`src/pkg/twbm_pkg.sv`:
```
// twbm_pkg: constants, register layout and types of the two-wire bus master
// assumes an 8-bit register port and a 125 MHz system clock
// Notes on behaviour
// - master only; no slave mode, no arbitration
// - bus rate never above 400 kbit/s
// - 7-bit or 10-bit addresses, unlimited byte count
// - everything on sda, most significant bit first
// - pin select switches pins to open drain
// - wait while slave holds scl low
// - change sda mid-low, sample sda mid-high
// - four sources ored onto one irq
// - per-source enables gate the transmit empty and baud timer sources; receive full and nak need only en
// - nak sets flag, waits for start/stop
// - receive full at ack, hold until read
// - transmit empty on enable and byte load, except the load of a read address byte
// - data register write clears transmit empty
// - stall before ack while transmit empty
// - disabled baud counter acts as timer interrupt
// - transmit empty flag independent of irq enable
// - separate dma requests; tx needs irq enable
// - start: sda falls; stop: sda rises; scl high
// - start instead of stop gives repeated start
// - start waits for start bit and data
// - flush discards stale transmit byte
// - ack status follows slave acknowledge
// - clear start/stop bit once condition sent
// - address-only transfer ends by clearing stop
package twbm_pkg;
  // ==========================================================
  // register port
  typedef logic [2:0] twbm_addr_type;
  typedef logic [7:0] twbm_byte_type;
  localparam twbm_addr_type TWBM_ADDR_DATA = 3'h0;
  localparam twbm_addr_type TWBM_ADDR_STAT = 3'h1;
  localparam twbm_addr_type TWBM_ADDR_CTL = 3'h2;
  localparam twbm_addr_type TWBM_ADDR_BRH = 3'h3;
  localparam twbm_addr_type TWBM_ADDR_BRL = 3'h4;
  localparam twbm_byte_type TWBM_BRG_RESET = 8'hFF;
  localparam int TWBM_RW_BIT = 0;
  // ==========================================================
  // bit timing: four baud ticks per bus bit
  localparam int TWBM_CLK_KHZ = 125000;
  localparam int TWBM_MAX_RATE_KBPS = 400;
  localparam int TWBM_QUARTERS = 4;
  localparam int TWBM_MIN_DIV = (TWBM_CLK_KHZ + TWBM_MAX_RATE_KBPS * TWBM_QUARTERS - 1)
    / (TWBM_MAX_RATE_KBPS * TWBM_QUARTERS);
  localparam logic [15:0] TWBM_MIN_RELOAD = 16'(TWBM_MIN_DIV);
  localparam logic [15:0] TWBM_CNT_ONE = 16'h0001;
  localparam logic [1:0] TWBM_PH_FIRST = 2'h0;
  localparam logic [1:0] TWBM_PH_CHANGE = 2'h1;
  localparam logic [1:0] TWBM_PH_SAMPLE = 2'h2;
  localparam logic [1:0] TWBM_PH_LAST = 2'h3;
  localparam logic [2:0] TWBM_BIT_LAST = 3'h7;
  // ==========================================================
  // control and status layouts, msb first
  typedef struct packed {
    logic en; logic start; logic stop; logic baud_timer_irq_request;
    logic transmit_irq_enable; logic nak; logic flush; logic rsvd;
  } twbm_ctl_type;
  typedef struct packed {
    logic transmit_empty_flag; logic receive_full_flag; logic ack; logic rd;
    logic baud; logic busy; logic not_acknowledged_flag; logic rsvd;
  } twbm_st_type;
  typedef struct packed {
    logic scl; logic sda;
  } twbm_pins_type;
  localparam twbm_pins_type TWBM_PINS_IDLE = 2'h3;
  // gray along idle, start, bits, ack, post, stop
  typedef enum logic [2:0] {
    TWBM_IDLE = 3'h0, TWBM_COND_START = 3'h1, TWBM_BITS = 3'h3,
    TWBM_ACK = 3'h2, TWBM_POST = 3'h6, TWBM_COND_STOP = 3'h7
  } twbm_state_type;
endpackage : twbm_pkg

```
`src/hw/twbm_master.sv`:
```
// twbm_master: two-wire bus master with register port and dma requests
// assumes pins resolved open drain outside; pin_select from the pin mux
`timescale 1ns/10ps
module twbm_master (
  input wire logic clk,
  input wire logic rst_n,
  input wire twbm_pkg::twbm_addr_type reg_addr,
  input wire twbm_pkg::twbm_byte_type reg_wdata,
  input wire logic reg_wr,
  input wire logic reg_rd,
  output twbm_pkg::twbm_byte_type reg_rdata,
  input wire logic pin_select,
  input wire logic scl_pin,
  output logic scl_low,
  output logic scl_oe_n,
  input wire logic sda_pin,
  output logic sda_low,
  output logic sda_oe_n,
  output logic irq,
  output logic tx_dma_req,
  output logic rx_dma_req
);
  import twbm_pkg::*;
  // ==========================================================
  // state
  twbm_ctl_type ctl_reg; // software control
  twbm_ctl_type ctl_w; // incoming control write
  twbm_byte_type hold_reg; // transmit data register
  twbm_byte_type rx_data_reg; // last received byte
  twbm_byte_type brg_hi_reg, brg_lo_reg, rdata_reg;
  logic [15:0] baud_cnt_reg;
  twbm_pins_type pin_meta_reg, pin_sync_reg;
  twbm_state_type state_reg, state_next;
  logic [1:0] phase_reg; // quarter of the current bus bit
  logic [2:0] bit_reg;
  twbm_byte_type shift_reg;
  logic rx_mode_reg, addr_byte_reg, read_dir_reg;
  logic nak_pend_reg, ack_reg, scl_pull_reg, sda_pull_reg;
  logic dr_full_reg, transmit_empty_flag_reg, receive_full_flag_reg, not_acknowledged_flag_reg, baud_flag_reg, en_d_reg;
  twbm_st_type st_w;
  twbm_byte_type rd_mux;
  // ==========================================================
  // register decode
  wire logic wr_data = reg_wr & (reg_addr == TWBM_ADDR_DATA);
  wire logic wr_ctl = reg_wr & (reg_addr == TWBM_ADDR_CTL);
  wire logic wr_brh = reg_wr & (reg_addr == TWBM_ADDR_BRH);
  wire logic wr_brl = reg_wr & (reg_addr == TWBM_ADDR_BRL);
  wire logic rd_data = reg_rd & (reg_addr == TWBM_ADDR_DATA);
  wire logic rd_st = reg_rd & (reg_addr == TWBM_ADDR_STAT);
  assign ctl_w = twbm_ctl_type'(reg_wdata);
  wire logic flush_ev = wr_ctl & ctl_w.flush;
  wire logic en_rise = ctl_reg.en & ~en_d_reg;
  // ==========================================================
  // baud generator; bus use clamps the divider for the rate ceiling
  wire logic [15:0] brg_w = {brg_hi_reg, brg_lo_reg};
  wire logic slow_clamp = ctl_reg.en & (brg_w < TWBM_MIN_RELOAD);
  wire logic [15:0] reload_w = slow_clamp ? TWBM_MIN_RELOAD : brg_w;
  wire logic tick = (baud_cnt_reg <= TWBM_CNT_ONE);
  wire logic baud_ev = tick & ~ctl_reg.en & ctl_reg.baud_timer_irq_request;
  // count down to one, then reload; a divider write restarts the count so that
  // software need not sit out the long countdown left over from reset
  always_ff @(posedge clk) begin
    if (!rst_n) begin
      baud_cnt_reg <= {TWBM_BRG_RESET, TWBM_BRG_RESET};
    end else if (tick | wr_brh | wr_brl) begin
      baud_cnt_reg <= reload_w;
    end else begin
      baud_cnt_reg <= baud_cnt_reg - TWBM_CNT_ONE;
    end
  end
  // ==========================================================
  // pin synchronisers; only the second stage is read
  always_ff @(posedge clk) begin
    if (!rst_n) begin
      pin_meta_reg <= TWBM_PINS_IDLE;
      pin_sync_reg <= TWBM_PINS_IDLE;
    end else begin
      pin_meta_reg <= {scl_pin, sda_pin};
      pin_sync_reg <= pin_meta_reg;
    end
  end
  // ==========================================================
  // sequencer decode
  wire logic is_idle = (state_reg == TWBM_IDLE);
  wire logic in_start = (state_reg == TWBM_COND_START);
  wire logic in_bits = (state_reg == TWBM_BITS);
  wire logic in_ack = (state_reg == TWBM_ACK);
  wire logic in_post = (state_reg == TWBM_POST);
  wire logic in_stop = (state_reg == TWBM_COND_STOP);
  wire logic ph_first = (phase_reg == TWBM_PH_FIRST);
  wire logic ph_samp = (phase_reg == TWBM_PH_SAMPLE);
  wire logic ph_last = (phase_reg == TWBM_PH_LAST);
  // scl released but still low: a slave is stretching the clock
  wire logic scl_wait = ~scl_pull_reg & ~pin_sync_reg.scl & ~is_idle;
  wire logic step = ctl_reg.en & tick & ~scl_wait;
  // no pending data and no start/stop: this byte is not the last one
  wire logic tx_stall = ~rx_mode_reg & transmit_empty_flag_reg & ~ctl_reg.start & ~ctl_reg.stop;
  wire logic hold_ack = in_ack & ph_first & tx_stall;
  wire logic adv = step & ~hold_ack;
  wire logic byte_end = in_bits & adv & ph_last & (bit_reg == TWBM_BIT_LAST);
  wire logic ack_end = in_ack & adv & ph_last;
  wire logic start_done = in_start & adv & ph_last;
  wire logic stop_done = in_stop & adv & ph_last;
  wire logic go_start = ctl_reg.start & dr_full_reg;
  wire logic idle_go = is_idle & step & go_start;
  wire logic post_stop = in_post & step & ctl_reg.stop;
  wire logic post_start = in_post & step & ~ctl_reg.stop & go_start;
  // a nak freezes the bus until software sets start or stop
  wire logic post_free = in_post & step & ~ctl_reg.stop & ~go_start & ~nak_pend_reg;
  wire logic post_rx = post_free & rx_mode_reg & ~receive_full_flag_reg;
  wire logic post_tx = post_free & ~rx_mode_reg & dr_full_reg;
  wire logic load_ev = start_done | post_tx;
  wire logic load_read = start_done & hold_reg[TWBM_RW_BIT];
  wire logic rx_done = byte_end & rx_mode_reg;
  wire logic not_acknowledged_flag_set = ack_end & nak_pend_reg & ~ctl_reg.start & ~ctl_reg.stop;
  wire logic transmit_empty_flag_set = en_rise | (load_ev & ~load_read);
  // ==========================================================
  // sequencer: one master owns the bus, no arbitration
  always_comb begin
    state_next = state_reg;
    case (state_reg)
      TWBM_IDLE: if (idle_go) state_next = TWBM_COND_START;
      TWBM_COND_START: if (start_done) state_next = TWBM_BITS;
      TWBM_BITS: if (byte_end) state_next = TWBM_ACK;
      TWBM_ACK: if (ack_end) state_next = TWBM_POST;
      TWBM_POST: begin
        if (post_stop) begin
          state_next = TWBM_COND_STOP;
        end else if (post_start) begin
          state_next = TWBM_COND_START;
        end else if (post_rx | post_tx) begin
          state_next = TWBM_BITS;
        end
      end
      TWBM_COND_STOP: if (stop_done) state_next = TWBM_IDLE;
      default: state_next = TWBM_IDLE;
    endcase
  end
  // state and quarter counter; disabling drops the bus at once
  always_ff @(posedge clk) begin
    if (!rst_n || !ctl_reg.en) begin
      state_reg <= TWBM_IDLE;
      phase_reg <= TWBM_PH_FIRST;
    end else begin
      state_reg <= state_next;
      if (adv & ~in_post & ~is_idle) phase_reg <= phase_reg + TWBM_PH_CHANGE;
    end
  end
  // ==========================================================
  // shifter and byte bookkeeping
  always_ff @(posedge clk) begin
    if (!rst_n) begin
      shift_reg <= '0;
      bit_reg <= '0;
      rx_mode_reg <= 1'b0;
      addr_byte_reg <= 1'b0;
      read_dir_reg <= 1'b0;
      nak_pend_reg <= 1'b0;
      ack_reg <= 1'b0;
    end else begin
      // 10-bit second address bytes and data both travel as write bytes
      if (load_ev) begin
        shift_reg <= hold_reg;
        bit_reg <= '0;
      end else if (in_bits & adv & ph_samp) begin
        shift_reg <= {shift_reg[6:0], pin_sync_reg.sda};
      end
      if (in_bits & adv & ph_last) bit_reg <= bit_reg + 3'h1;
      if (start_done) begin
        addr_byte_reg <= 1'b1;
        read_dir_reg <= hold_reg[TWBM_RW_BIT];
        rx_mode_reg <= 1'b0;
        nak_pend_reg <= 1'b0;
      end else if (ack_end) begin
        rx_mode_reg <= rx_mode_reg | (addr_byte_reg & read_dir_reg);
        addr_byte_reg <= 1'b0;
      end else if (stop_done) begin
        rx_mode_reg <= 1'b0;
      end
      // acknowledge sampled mid-high; on reads our own answer counts
      if (in_ack & adv & ph_samp) begin
        if (rx_mode_reg) begin
          nak_pend_reg <= ctl_reg.nak;
        end else begin
          nak_pend_reg <= pin_sync_reg.sda;
          ack_reg <= ~pin_sync_reg.sda;
        end
      end
    end
  end
  // ==========================================================
  // pin drive; sda moves only mid-low except in conditions
  wire logic upd_sda = (phase_reg == TWBM_PH_CHANGE) | ((in_start | in_stop) & ph_last);
  wire logic sda_val = in_start ? ph_last :
                       in_stop ? ~ph_last :
                       in_bits ? (~rx_mode_reg & ~shift_reg[7]) :
                       in_ack ? (rx_mode_reg & ~ctl_reg.nak) : 1'b0;
  wire logic scl_val = ~is_idle & (in_post | (phase_reg < TWBM_PH_SAMPLE));
  always_ff @(posedge clk) begin
    if (!rst_n) begin
      scl_pull_reg <= 1'b0;
      sda_pull_reg <= 1'b0;
    end else begin
      scl_pull_reg <= scl_val;
      if (is_idle) begin
        sda_pull_reg <= 1'b0;
      end else if (upd_sda) begin
        sda_pull_reg <= sda_val;
      end
    end
  end
  // open drain: level always low, enable only when selected
  assign scl_low = 1'b0;
  assign sda_low = 1'b0;
  assign scl_oe_n = ~(pin_select & scl_pull_reg);
  assign sda_oe_n = ~(pin_select & sda_pull_reg);
  // ==========================================================
  // software registers; hardware clears start/stop when sent
  always_ff @(posedge clk) begin
    if (!rst_n) begin
      ctl_reg <= '0;
      brg_hi_reg <= TWBM_BRG_RESET;
      brg_lo_reg <= TWBM_BRG_RESET;
      en_d_reg <= 1'b0;
    end else begin
      en_d_reg <= ctl_reg.en;
      if (wr_ctl) begin
        ctl_reg <= ctl_w;
        ctl_reg.flush <= 1'b0;
        ctl_reg.rsvd <= 1'b0;
      end else begin
        if (start_done) ctl_reg.start <= 1'b0;
        if (stop_done) ctl_reg.stop <= 1'b0;
      end
      if (wr_brh) brg_hi_reg <= reg_wdata;
      if (wr_brl) brg_lo_reg <= reg_wdata;
    end
  end
  // data register and status flags; sets win over clears, except a data write clears transmit empty over its set
  always_ff @(posedge clk) begin
    if (!rst_n) begin
      hold_reg <= '0;
      dr_full_reg <= 1'b0;
      transmit_empty_flag_reg <= 1'b0;
      receive_full_flag_reg <= 1'b0;
      not_acknowledged_flag_reg <= 1'b0;
      baud_flag_reg <= 1'b0;
      rx_data_reg <= '0;
    end else begin
      if (wr_data) hold_reg <= reg_wdata;
      if (wr_data) begin
        dr_full_reg <= 1'b1;
      end else if (load_ev | flush_ev) begin
        dr_full_reg <= 1'b0;
      end
      // a write in the load cycle keeps the register full, so no set
      if (wr_data) begin
        transmit_empty_flag_reg <= 1'b0;
      end else if (transmit_empty_flag_set) begin
        transmit_empty_flag_reg <= 1'b1;
      end
      if (rx_done) rx_data_reg <= shift_reg;
      if (rx_done) begin
        receive_full_flag_reg <= 1'b1;
      end else if (rd_data) begin
        receive_full_flag_reg <= 1'b0;
      end
      if (not_acknowledged_flag_set) begin
        not_acknowledged_flag_reg <= 1'b1;
      end else if (wr_ctl & (ctl_w.start | ctl_w.stop)) begin
        not_acknowledged_flag_reg <= 1'b0;
      end
      if (baud_ev) begin
        baud_flag_reg <= 1'b1;
      end else if (rd_st) begin
        baud_flag_reg <= 1'b0;
      end
    end
  end
  // ==========================================================
  // interrupt and dma requests
  assign irq = (ctl_reg.en & ctl_reg.transmit_irq_enable & transmit_empty_flag_reg) | (ctl_reg.en & receive_full_flag_reg)
             | (ctl_reg.en & not_acknowledged_flag_reg)
             | (ctl_reg.baud_timer_irq_request & ~ctl_reg.en & baud_flag_reg);
  assign tx_dma_req = ctl_reg.en & ctl_reg.transmit_irq_enable & transmit_empty_flag_reg;
  assign rx_dma_req = ctl_reg.en & receive_full_flag_reg;
  // ==========================================================
  // read path; data stand for one cycle only
  assign st_w = '{transmit_empty_flag: transmit_empty_flag_reg, receive_full_flag: receive_full_flag_reg, ack: ack_reg, rd: read_dir_reg,
                  baud: baud_flag_reg, busy: ~is_idle, not_acknowledged_flag: not_acknowledged_flag_reg, rsvd: 1'b0};
  assign rd_mux = (reg_addr == TWBM_ADDR_DATA) ? rx_data_reg :
                  (reg_addr == TWBM_ADDR_STAT) ? st_w :
                  (reg_addr == TWBM_ADDR_CTL) ? ctl_reg :
                  (reg_addr == TWBM_ADDR_BRH) ? brg_hi_reg :
                  (reg_addr == TWBM_ADDR_BRL) ? brg_lo_reg : '0;
  always_ff @(posedge clk) begin
    if (!rst_n) begin
      rdata_reg <= '0;
    end else begin
      rdata_reg <= reg_rd ? rd_mux : '0;
    end
  end
  assign reg_rdata = rdata_reg;
endmodule : twbm_master

```
`config.mk`:
```
export PLATFORM = sky130hd
export DESIGN_NAME = twbm_master
export DESIGN_NICKNAME = d
export VERILOG_FILES = /design/src/pkg/twbm_pkg.sv /design/src/hw/twbm_master.sv
export SDC_FILE = /design/constraint.sdc
export NUM_CORES = 1
export LEC_CHECK = 0
export BUFFER_PORTS_ARGS = -buffer_cell sky130_fd_sc_hd__buf_2
export CAP_MARGIN = 40
export CORE_MARGIN = 2
export CORE_UTILIZATION = 54
export DETAILED_ROUTE_END_ITERATION = 12
export PLACE_DENSITY = 0.86
export SLEW_MARGIN = 40
export SYNTH_ARGS = -nofsm -noshare
export SYNTH_HDL_FRONTEND = slang
export SYNTH_SLANG_ARGS = --single-unit
```
`constraint.sdc`:
```
create_clock -name clk -period 2.5 [get_ports clk]
set_input_delay 0.375 -clock clk [delete_from_list [all_inputs] [get_ports clk]]
set_output_delay 0.375 -clock clk [all_outputs]
set_load 0.005 [all_outputs]
```
==> results.toml, run 1 <==
[run_status]
outcome = "finished clean"

[yosys]
synth_warnings = 0
ys_ff_latch = 95
synth_common_cells = "dfxtp_1, nand2_1, a21oi_1, nor2_1, nand3_1"
synth_xor_xnor_area_share_pct = 2.92
muxShareOfSynthArea_pct = 5.68
async_flop_share_pct = 0
synth_area_leaders = "dfxtp_1, nand2_1, a21oi_1"
synth-compound-area-share_pct = 15.3
avgSynthCellArea_um2 = 8.25
synth_top_area_share_pct = 42.3
synth_edf_count = 0
synth_top_family_by_area = "simple AND/OR/NAND/NOR gates"
syn_area_mm2 = 0.00450
synth_fa_ha_area_share_pct = 2.23
synth_top_area_cell = "dfxtp_1"
synth-simple-area-share_pct = 26.4
synthCells = 545
synthFlopType = "dfxtp_1"
ys_seq_area_share_pct = 42.3
synth.distinct_cells = 63

[clock_network]
cts_sinks = 95
numCtsBuffers = 9
clk_pin_slew_ns = 0.10
cts_max_level = 3
cts_tree = "built"
ctsLongestPathBuffers = 2
cts_root_buf = "clkbuf_8"
ctsHoldBuffers = 0
clk_latency_ns = 0.37

[placed_design]
portBuffers = 30
dp_hpwl_mm = 8.36
placed_cell_area_mm2 = 0.00481
gp_congestion = 0.944

[final_layout]
multiInputGateArea_mm2 = 0.00237
antenna_cells = 0
syn_to_final_growth_pct = 11.9
seq_area_mm2 = 0.00190
drive_above_1_share_pct = 15.4
largest_reg_flops = 16
finalCoreUtilization_pct = 61.9
nFillCells = 690
design_area_mm2 = 0.00503
final_nets = 604

[sta]
max_freq_mhz = 414
setup_viol = 0
whs_ns = 0.187
slew_headroom_pct = 53.1
finalCritPeriodShare_pct = 96.6
tightest_slew_ns = 0.694
layout_min_cycle_time_ns = 2.42
drv_slew = 0
hold_viol = 0
fin_skew_ns = 0.0144

[critical_path]
worst_setup_path_end_kind = "flop"
crit_type = "reg2reg"
worst-path-stages = 7
critPathMaxFanout = 9
startpoint_type = "flop"
critical-path-max-stage-delay_ns = 0.59
critPathBufInv = 1
path_cells = "or4_1 > nor4_1 > and4_2 > nand3_1 > buf_4 > mux2i_1 > nor2_1"
worstPathRequired_ns = 2.75
cp_slowest_cell = "or4_1"
reg2regPathDepth = 7
cpLargestDelayFamily = "simple AND/OR/NAND/NOR gates"
critical_path_arrival_ns = 2.67

[detailed_routing]
drtPass1Iterations = 5
num_vias = 4240
wire_per_inst_um = 17.1
drtIter0Drc = 428
drtAntennaViolNets = 0
drcViolationCount = 0
routed_wirelength_mm = 11.8
avgViaCountPerCell = 6.16

[pwr]
peakVddDrop_v = 0.000375
leakagePower_nw = 1.96
power_density_mw_per_mm2 = 567

[global_route]
grt_pass1_vias = 4000
grt_use_total_pct = 27.2
grt.overflow.total = 0
grt_pass1_wl_mm = 19.2
grt_max_degree = 38
antenna_found_initial = 0

[floorplan]
start_util_pct = 55.3
io_pins = 33
die_area_mm2 = 0.00907
core_area_mm2 = 0.00813
die_height_um = 95.3
die_w_um = 95.3
rows = 33

[flow_run]
maxCapViolations = 0

[min_path]
hold_class = "in2reg"
holdPathStages = 2
[final cells by class]
type / instances / share of cell area, %
timing repair buffer: 56 / 6.86
inverter: 20 / 1.49
multi-input combinational: 396 / 47.1
clock buffer: 9 / 2.46
clock inverter: 7 / 1.69
sequential: 95 / 37.8
tap: 105 / 2.61
[worst reg2reg max path: stages (launching register included)]
cell	delay, ns
dfxtp_1	0.35
or4_1	0.59
nor4_1	0.35
and4_2	0.41
nand3_1	0.13
buf_4	0.21
mux2i_1	0.19
nor2_1	0.06
[report_power, final]
group / switching (W) / total (W) / internal, W
Combinational: 0.000120 / 0.000197 / 0.0000768
Sequential: 0.0000337 / 0.00158 / 0.00155
Clock: 0.000589 / 0.00107 / 0.000484
[cell usage in the layout, fill, tap and decap left out, types with 10 or more instances in the layout]
master,n
dfxtp_1,95
buf_4,26
buf_2,30
mux2i_1,12
xnor2_1,12
o211ai_1,10
nand3_1,32
o21ai_0,14
a21oi_1,44
nor2_1,42
nand2_1,95
inv_1,19
[what timing repair did]
item                                    4_1_cts  5_1_grt
resized for setup                             0        1
buffers inserted                              0        2
endpoints found under the setup margin        0       21
[stage by stage]
step	setup TNS (ns)	total power, W	setup slack [ns]	std cells
after floorplan	0	0.00174	0.173	546
after global placement	0	0.00180	0.155	670
after detailed placement	0	0.00181	0.0589	670
after CTS	0	0.00285	0.0482	686
after global routing	-0.0385	0.00295	-0.0171	688
final	0	0.00285	0.0849	688
[cell families (layout without fill, tap and decap cells)]
family | Yosys count | after routing
fa+ha+maj | 8 | 8
simple gates | 242 | 242
buf+inv | 55 | 92
other cells | 1 | 2
flops | 95 | 95
compound gates | 110 | 110
mux | 19 | 19
xor+xnor | 15 | 15
[path summary, 6_finish.rpt]
check	end	slack, ns	from
min reg2reg	pin_sync_reg[1]	0.41	pin_meta_reg[1]
max	rx_data_reg[5]	0.08	baud_cnt_reg[5]
max reg2reg	rx_data_reg[5]	0.08	baud_cnt_reg[5]
min	pin_meta_reg[0]	0.19	sda_pin
[per-layer routing]
layer / vias up / share of wire (%) / GRT usage (%)
met5: - / 0 / 0
met4: 0 / 4.0 / 13.0
met3: 54 / 8.6 / 5.77
met2: 244 / 46 / 42.6
met1: 1975 / 42 / 35.9
li1: 1967 / - / -
Power figures use the tool's default switching activity.
==> inputs of run 2 (changes only) <==
--- a/config.mk
+++ b/config.mk
@@ -7,10 +7,9 @@
 export LEC_CHECK = 0
 export BUFFER_PORTS_ARGS = -buffer_cell sky130_fd_sc_hd__buf_2
 export CAP_MARGIN = 40
-export CORE_MARGIN = 2
 export CORE_UTILIZATION = 54
 export DETAILED_ROUTE_END_ITERATION = 12
-export PLACE_DENSITY = 0.86
+export PLACE_DENSITY = 0.76
 export SLEW_MARGIN = 40
 export SYNTH_ARGS = -nofsm -noshare
 export SYNTH_HDL_FRONTEND = slang
==> results.toml, run 2 (synthesis gave the netlist of run 1 again) <==
[run_status]
outcome = "finished clean"

[critical_path]
reg2reg_from = "baud_cnt_reg[4]"
worst_setup_path_end_kind = "flop"
critPathBufInv = 1
critical_path_arrival_ns = 2.68
critPathMaxFanout = 7
timing.rr.end = "transmit_empty_flag_reg"
cpLargestDelayFamily = "simple AND/OR/NAND/NOR gates"
cp-endpoint = "transmit_empty_flag_reg"
path_cells = "or4_1 > or3_4 > nor3_4 > buf_4 > nand2_1 > o21ai_0 > and3_1"
worst-path-stages = 7
cp_slowest_cell = "or4_1"
worstPathRequired_ns = 2.81
critPathLaunch = "baud_cnt_reg[4]"
reg2regPathDepth = 7
startpoint_type = "flop"
crit_type = "reg2reg"
r2r_slack_ns = 0.13
critical-path-max-stage-delay_ns = 0.57

[min_path]
hold_class = "in2reg"

[pwr]
peakVddDrop_v = 0.000366
power_frac_seq_pct = 57.0
p_sw_share_pct = 27.6
power_density_mw_per_mm2 = 555
leakagePower_nw = 1.94
p_int_w = 0.00201
clockPowerShare_pct = 35.9
combPwrFrac_pct = 7.2
power_w = 0.00278
switching_power_w = 0.000766

[placed_design]
dp_hpwl_mm = 8.73
gp_congestion = 0.884
portBuffers = 30

[floorplan]
start_util_pct = 57.0
io_pins = 33
die_area_mm2 = 0.00870
rows = 32
die_height_um = 93.3
core_area_mm2 = 0.00789
die_w_um = 93.3

[clock_network]
clk_pin_slew_ns = 0.10
cts_max_level = 3
numCtsBuffers = 9
cts_sinks = 95
ctsLongestPathBuffers = 2
cts_root_buf = "clkbuf_8"
cts_tree = "built"
ctsHoldBuffers = 0
clk_latency_ns = 0.37

[sta]
drv_slew = 0
layout_min_cycle_time_ns = 2.37
fin_tns_setup_ns = 0
fin_skew_ns = 0.0109
hold_viol = 0
finalCritPeriodShare_pct = 94.7
tightest_slew_ns = 0.552
slew_headroom_pct = 62.8
max_freq_mhz = 422
setup_viol = 0
whs_ns = 0.187
grt_setup_unrepaired = "false"

[detailed_routing]
drcViolationCount = 0
routed_wirelength_mm = 11.8
drtAntennaViolNets = 0
wire_per_inst_um = 17.4
drtPass1Iterations = 6
num_vias = 4128
drtIter0Drc = 320
avgViaCountPerCell = 6.07

[global_route]
grt_max_degree = 39
grt_pass1_wl_mm = 19.6
grt.overflow.total = 0
antenna_found_initial = 0
grt_pass1_vias = 3920
grt_use_total_pct = 28.9

[final_layout]
final_cell_mix = "nand2_1, dfxtp_1, a21oi_1, nor2_1, nand3_1"
antenna_cells = 0
drive_above_1_share_pct = 15.1
syn_to_final_growth_pct = 11.3
largest_reg_flops = 16
final_nets = 599
finalCoreUtilization_pct = 63.4

[flow_run]
maxCapViolations = 0
[run 2: what timing repair did]
| action | 4_1_cts | 5_1_grt |
|---|---|---|
| setup endpoints to repair | 0 | 12 |
| resized for setup | 0 | 4 |
| buffers inserted | 0 | 0 |
[run 2: power by group through the flow]
stage,Sequential (W),Combinational (W),Clock [W]
finish,0.00158,0.000199,0.000996
detailed placement,0.00162,0.000195,0
global route,0.00159,0.000221,0.00107
CTS,0.00158,0.000196,0.00100
floorplan,0.00161,0.000131,0
global placement,0.00161,0.000190,0
[run 2: how the worst min path moves through the flow]
stage,startpoint,end,slack [ns],depth (start not counted)
2_1_floorplan,pin_meta_reg[0],pin_sync_reg[0],0.39,1
3_3_place_gp,pin_meta_reg[1],pin_sync_reg[1],0.39,1
3_5_place_dp,pin_meta_reg[0],pin_sync_reg[0],0.40,1
4_1_cts,sda_pin,pin_meta_reg[0],0.18,2
5_1_grt,sda_pin,pin_meta_reg[0],0.18,2
6_report,sda_pin,pin_meta_reg[0],0.19,2
[run 2: final cells by class]
class	instances	area, um^2
Clock buffer	9	124
Clock inverter	7	66.3
Fill cell	686	2880
Inverter	20	75.1
Multi-Input combinational cell	396	2390
Sequential cell	95	1900
Tap cell	102	128
Timing Repair Buffer	51	320
[run 2: metal layers]
metal | part of all wire, % | up-vias | track usage, %
li1 | - | 1965 | -
met3 | 8.3 | 23 | 5.61
met1 | 43 | 1928 | 38.5
met4 | 2.1 | 0 | 11.5
met2 | 47 | 212 | 46.0
met5 | 0 | - | 0
[run 2: metrics by stage]
stage	setup WS, ns	instances	area, um^2
after detailed placement	0.0997	664	4790
after CTS	0.0698	680	4980
after floorplan	0.173	546	4500
after global routing	0.00913	680	5000
after global placement	0.124	664	4790
final	0.132	680	5000
==> inputs of run 3 (changes only) <==
--- a/config.mk
+++ b/config.mk
@@ -7,9 +7,10 @@
 export LEC_CHECK = 0
 export BUFFER_PORTS_ARGS = -buffer_cell sky130_fd_sc_hd__buf_2
 export CAP_MARGIN = 40
-export CORE_UTILIZATION = 54
+export CORE_MARGIN = 2
+export CORE_UTILIZATION = 60
 export DETAILED_ROUTE_END_ITERATION = 12
-export PLACE_DENSITY = 0.76
+export PLACE_DENSITY = 0.79
 export SLEW_MARGIN = 40
 export SYNTH_ARGS = -nofsm -noshare
 export SYNTH_HDL_FRONTEND = slang
==> constraint.sdc (replaced) <==
create_clock -name clk -period 2.6 [get_ports clk]
set_input_delay 0.39 -clock clk [delete_from_list [all_inputs] [get_ports clk]]
set_output_delay 0.39 -clock clk [all_outputs]
set_load 0.005 [all_outputs]
==> results.toml, run 3 (synthesis gave the netlist of run 1 again) <==
[run_status]
outcome = "finished clean"

[floorplan]
io_pins = 33
die_height_um = 90.6
start_util_pct = 62.0
core_area_mm2 = 0.00725
die_w_um = 90.6
rows = 31
die_area_mm2 = 0.00820

[global_route]
grt.overflow.total = 0
use_met1_pct = 38.8
grt_pass1_wl_mm = 19.8
grt_busiest_layer = "met2"
gr-usage-met3_pct = 5.18
grt_max_degree = 39
antenna_found_initial = 0
grt_use_total_pct = 30.1
grt_pass1_vias = 3993
grt_use_met2_pct = 51.6

[clock_network]
post_cts_buffers = 0
clk_pin_slew_ns = 0.10
clk_latency_ns = 0.38
cts_sinks = 95
cts_tree = "built"
cts_max_level = 3
ctsLongestPathBuffers = 2
numCtsBuffers = 9
ctsHoldBuffers = 0
cts_root_buf = "clkbuf_8"
cts_resized = 0

[pwr]
peakVddDrop_v = 0.000319
leakagePower_nw = 1.93
clockPowerShare_pct = 38.4
p_int_w = 0.00204
power_density_mw_per_mm2 = 556
power_frac_seq_pct = 54.8
switching_power_w = 0.000737
combPwrFrac_pct = 6.8
p_sw_share_pct = 26.6

[detailed_routing]
wire_per_inst_um = 17.8
drtAntennaViolNets = 0
num_vias = 4186
routed_wirelength_mm = 12.0
drtIter0Drc = 316
drtPass1Iterations = 5
drcViolationCount = 0
avgViaCountPerCell = 6.19

[sta]
finalCritPeriodShare_pct = 95.4
slew_headroom_pct = 47.6
max_freq_mhz = 403
fin_tns_setup_ns = 0
drv_slew = 0
setup_viol = 0
tightest_slew_ns = 0.776
fin_skew_ns = 0.0139
grt_setup_unrepaired = "false"
layout_min_cycle_time_ns = 2.48
hold_viol = 0

[critical_path]
path_cells = "or4_1 > nor4_1 > and4_1 > buf_4 > and2_1 > a21oi_1 > a211oi_1"
critical-path-max-stage-delay_ns = 0.64
worstPathRequired_ns = 2.88
worst_setup_path_end_kind = "flop"
crit_type = "reg2reg"
cp_slowest_cell = "or4_1"
startpoint_type = "flop"
critPathMaxFanout = 6
critical_path_arrival_ns = 2.76

[final_layout]
syn_to_final_growth_pct = 11.0
design_area_mm2 = 0.00499
finalCoreUtilization_pct = 68.8
antenna_cells = 0
final_nets = 598
largest_reg_flops = 16
instances_no_fill = 676
final_cell_mix = "nand2_1, dfxtp_1, a21oi_1, nor2_1, nand3_1"
drive_above_1_share_pct = 14.4

[min_path]
hold_class = "in2reg"

[placed_design]
portBuffers = 30
dp_hpwl_mm = 8.77
dp_cells = 660
gp_congestion = 0.938
placed_cell_area_mm2 = 0.00477

[flow_run]
maxCapViolations = 0
run 3: changes by cell type in the layout (fill, tap and decap cells not counted), sizes merged:
cell	change
inv	-1
bufinv	+1
buf	-1
clkinvlp	-1
clkinv	+1
run 3: final timing paths:
kind / from / end / slack, ns / depth (start not counted)
setup / recovery: baud_cnt_reg[5] / state_reg[1] / 0.12 / 7
hold / removal: scl_pin / pin_meta_reg[1] / 0.19 / 2
hold reg to reg: pin_meta_reg[1] / pin_sync_reg[1] / 0.42 / 1
setup reg to reg: baud_cnt_reg[5] / state_reg[1] / 0.12 / 7
run 3: power groups by stage:
stage               registers, W  clock network, W  logic [W]
finish                   0.00152           0.00106   0.000188
CTS                      0.00152           0.00107   0.000185
detailed placement       0.00155                 0   0.000183
global route             0.00153           0.00113   0.000205
floorplan                0.00154                 0   0.000126
global placement         0.00155                 0   0.000178
run 3: critical path, delay by kind of cell (launching register included):
family / cells / cell delay, ns
AND/OR/NAND/NOR: 4 / 1.55
buffers and inverters: 1 / 0.16
AO/OA/AOI/OAI: 2 / 0.35
flip-flops: 1 / 0.35
run 3: metrics by stage:
stage | hold WS (ns) | setup slack [ns] | power (W)
floorplan | 0.386 | 0.273 | 0.00167
global placement | 0.394 | 0.235 | 0.00173
detailed placement | 0.396 | 0.177 | 0.00174
CTS | 0.190 | 0.140 | 0.00278
global route | 0.193 | 0.00334 | 0.00287
finish | 0.195 | 0.119 | 0.00277
run 3: final cells by class:
class | count | area [um^2]
fill | 620 | 2260
clock buffer | 9 | 124
timing repair buffer | 50 | 300
sequential | 95 | 1900
inverter | 20 | 75.1
clock inverter | 7 | 97.6
multi-input combinational | 396 | 2370
tap | 99 | 124
run 3: metal layers:
metal / up-vias / part of all wire, % / wire length, um
met4: 0 / 2.0 / 235
met5: - / 0 / 0
met3: 22 / 7.5 / 905
li1: 1969 / - / -
met1: 1981 / 42 / 5060
met2: 214 / 48 / 5830
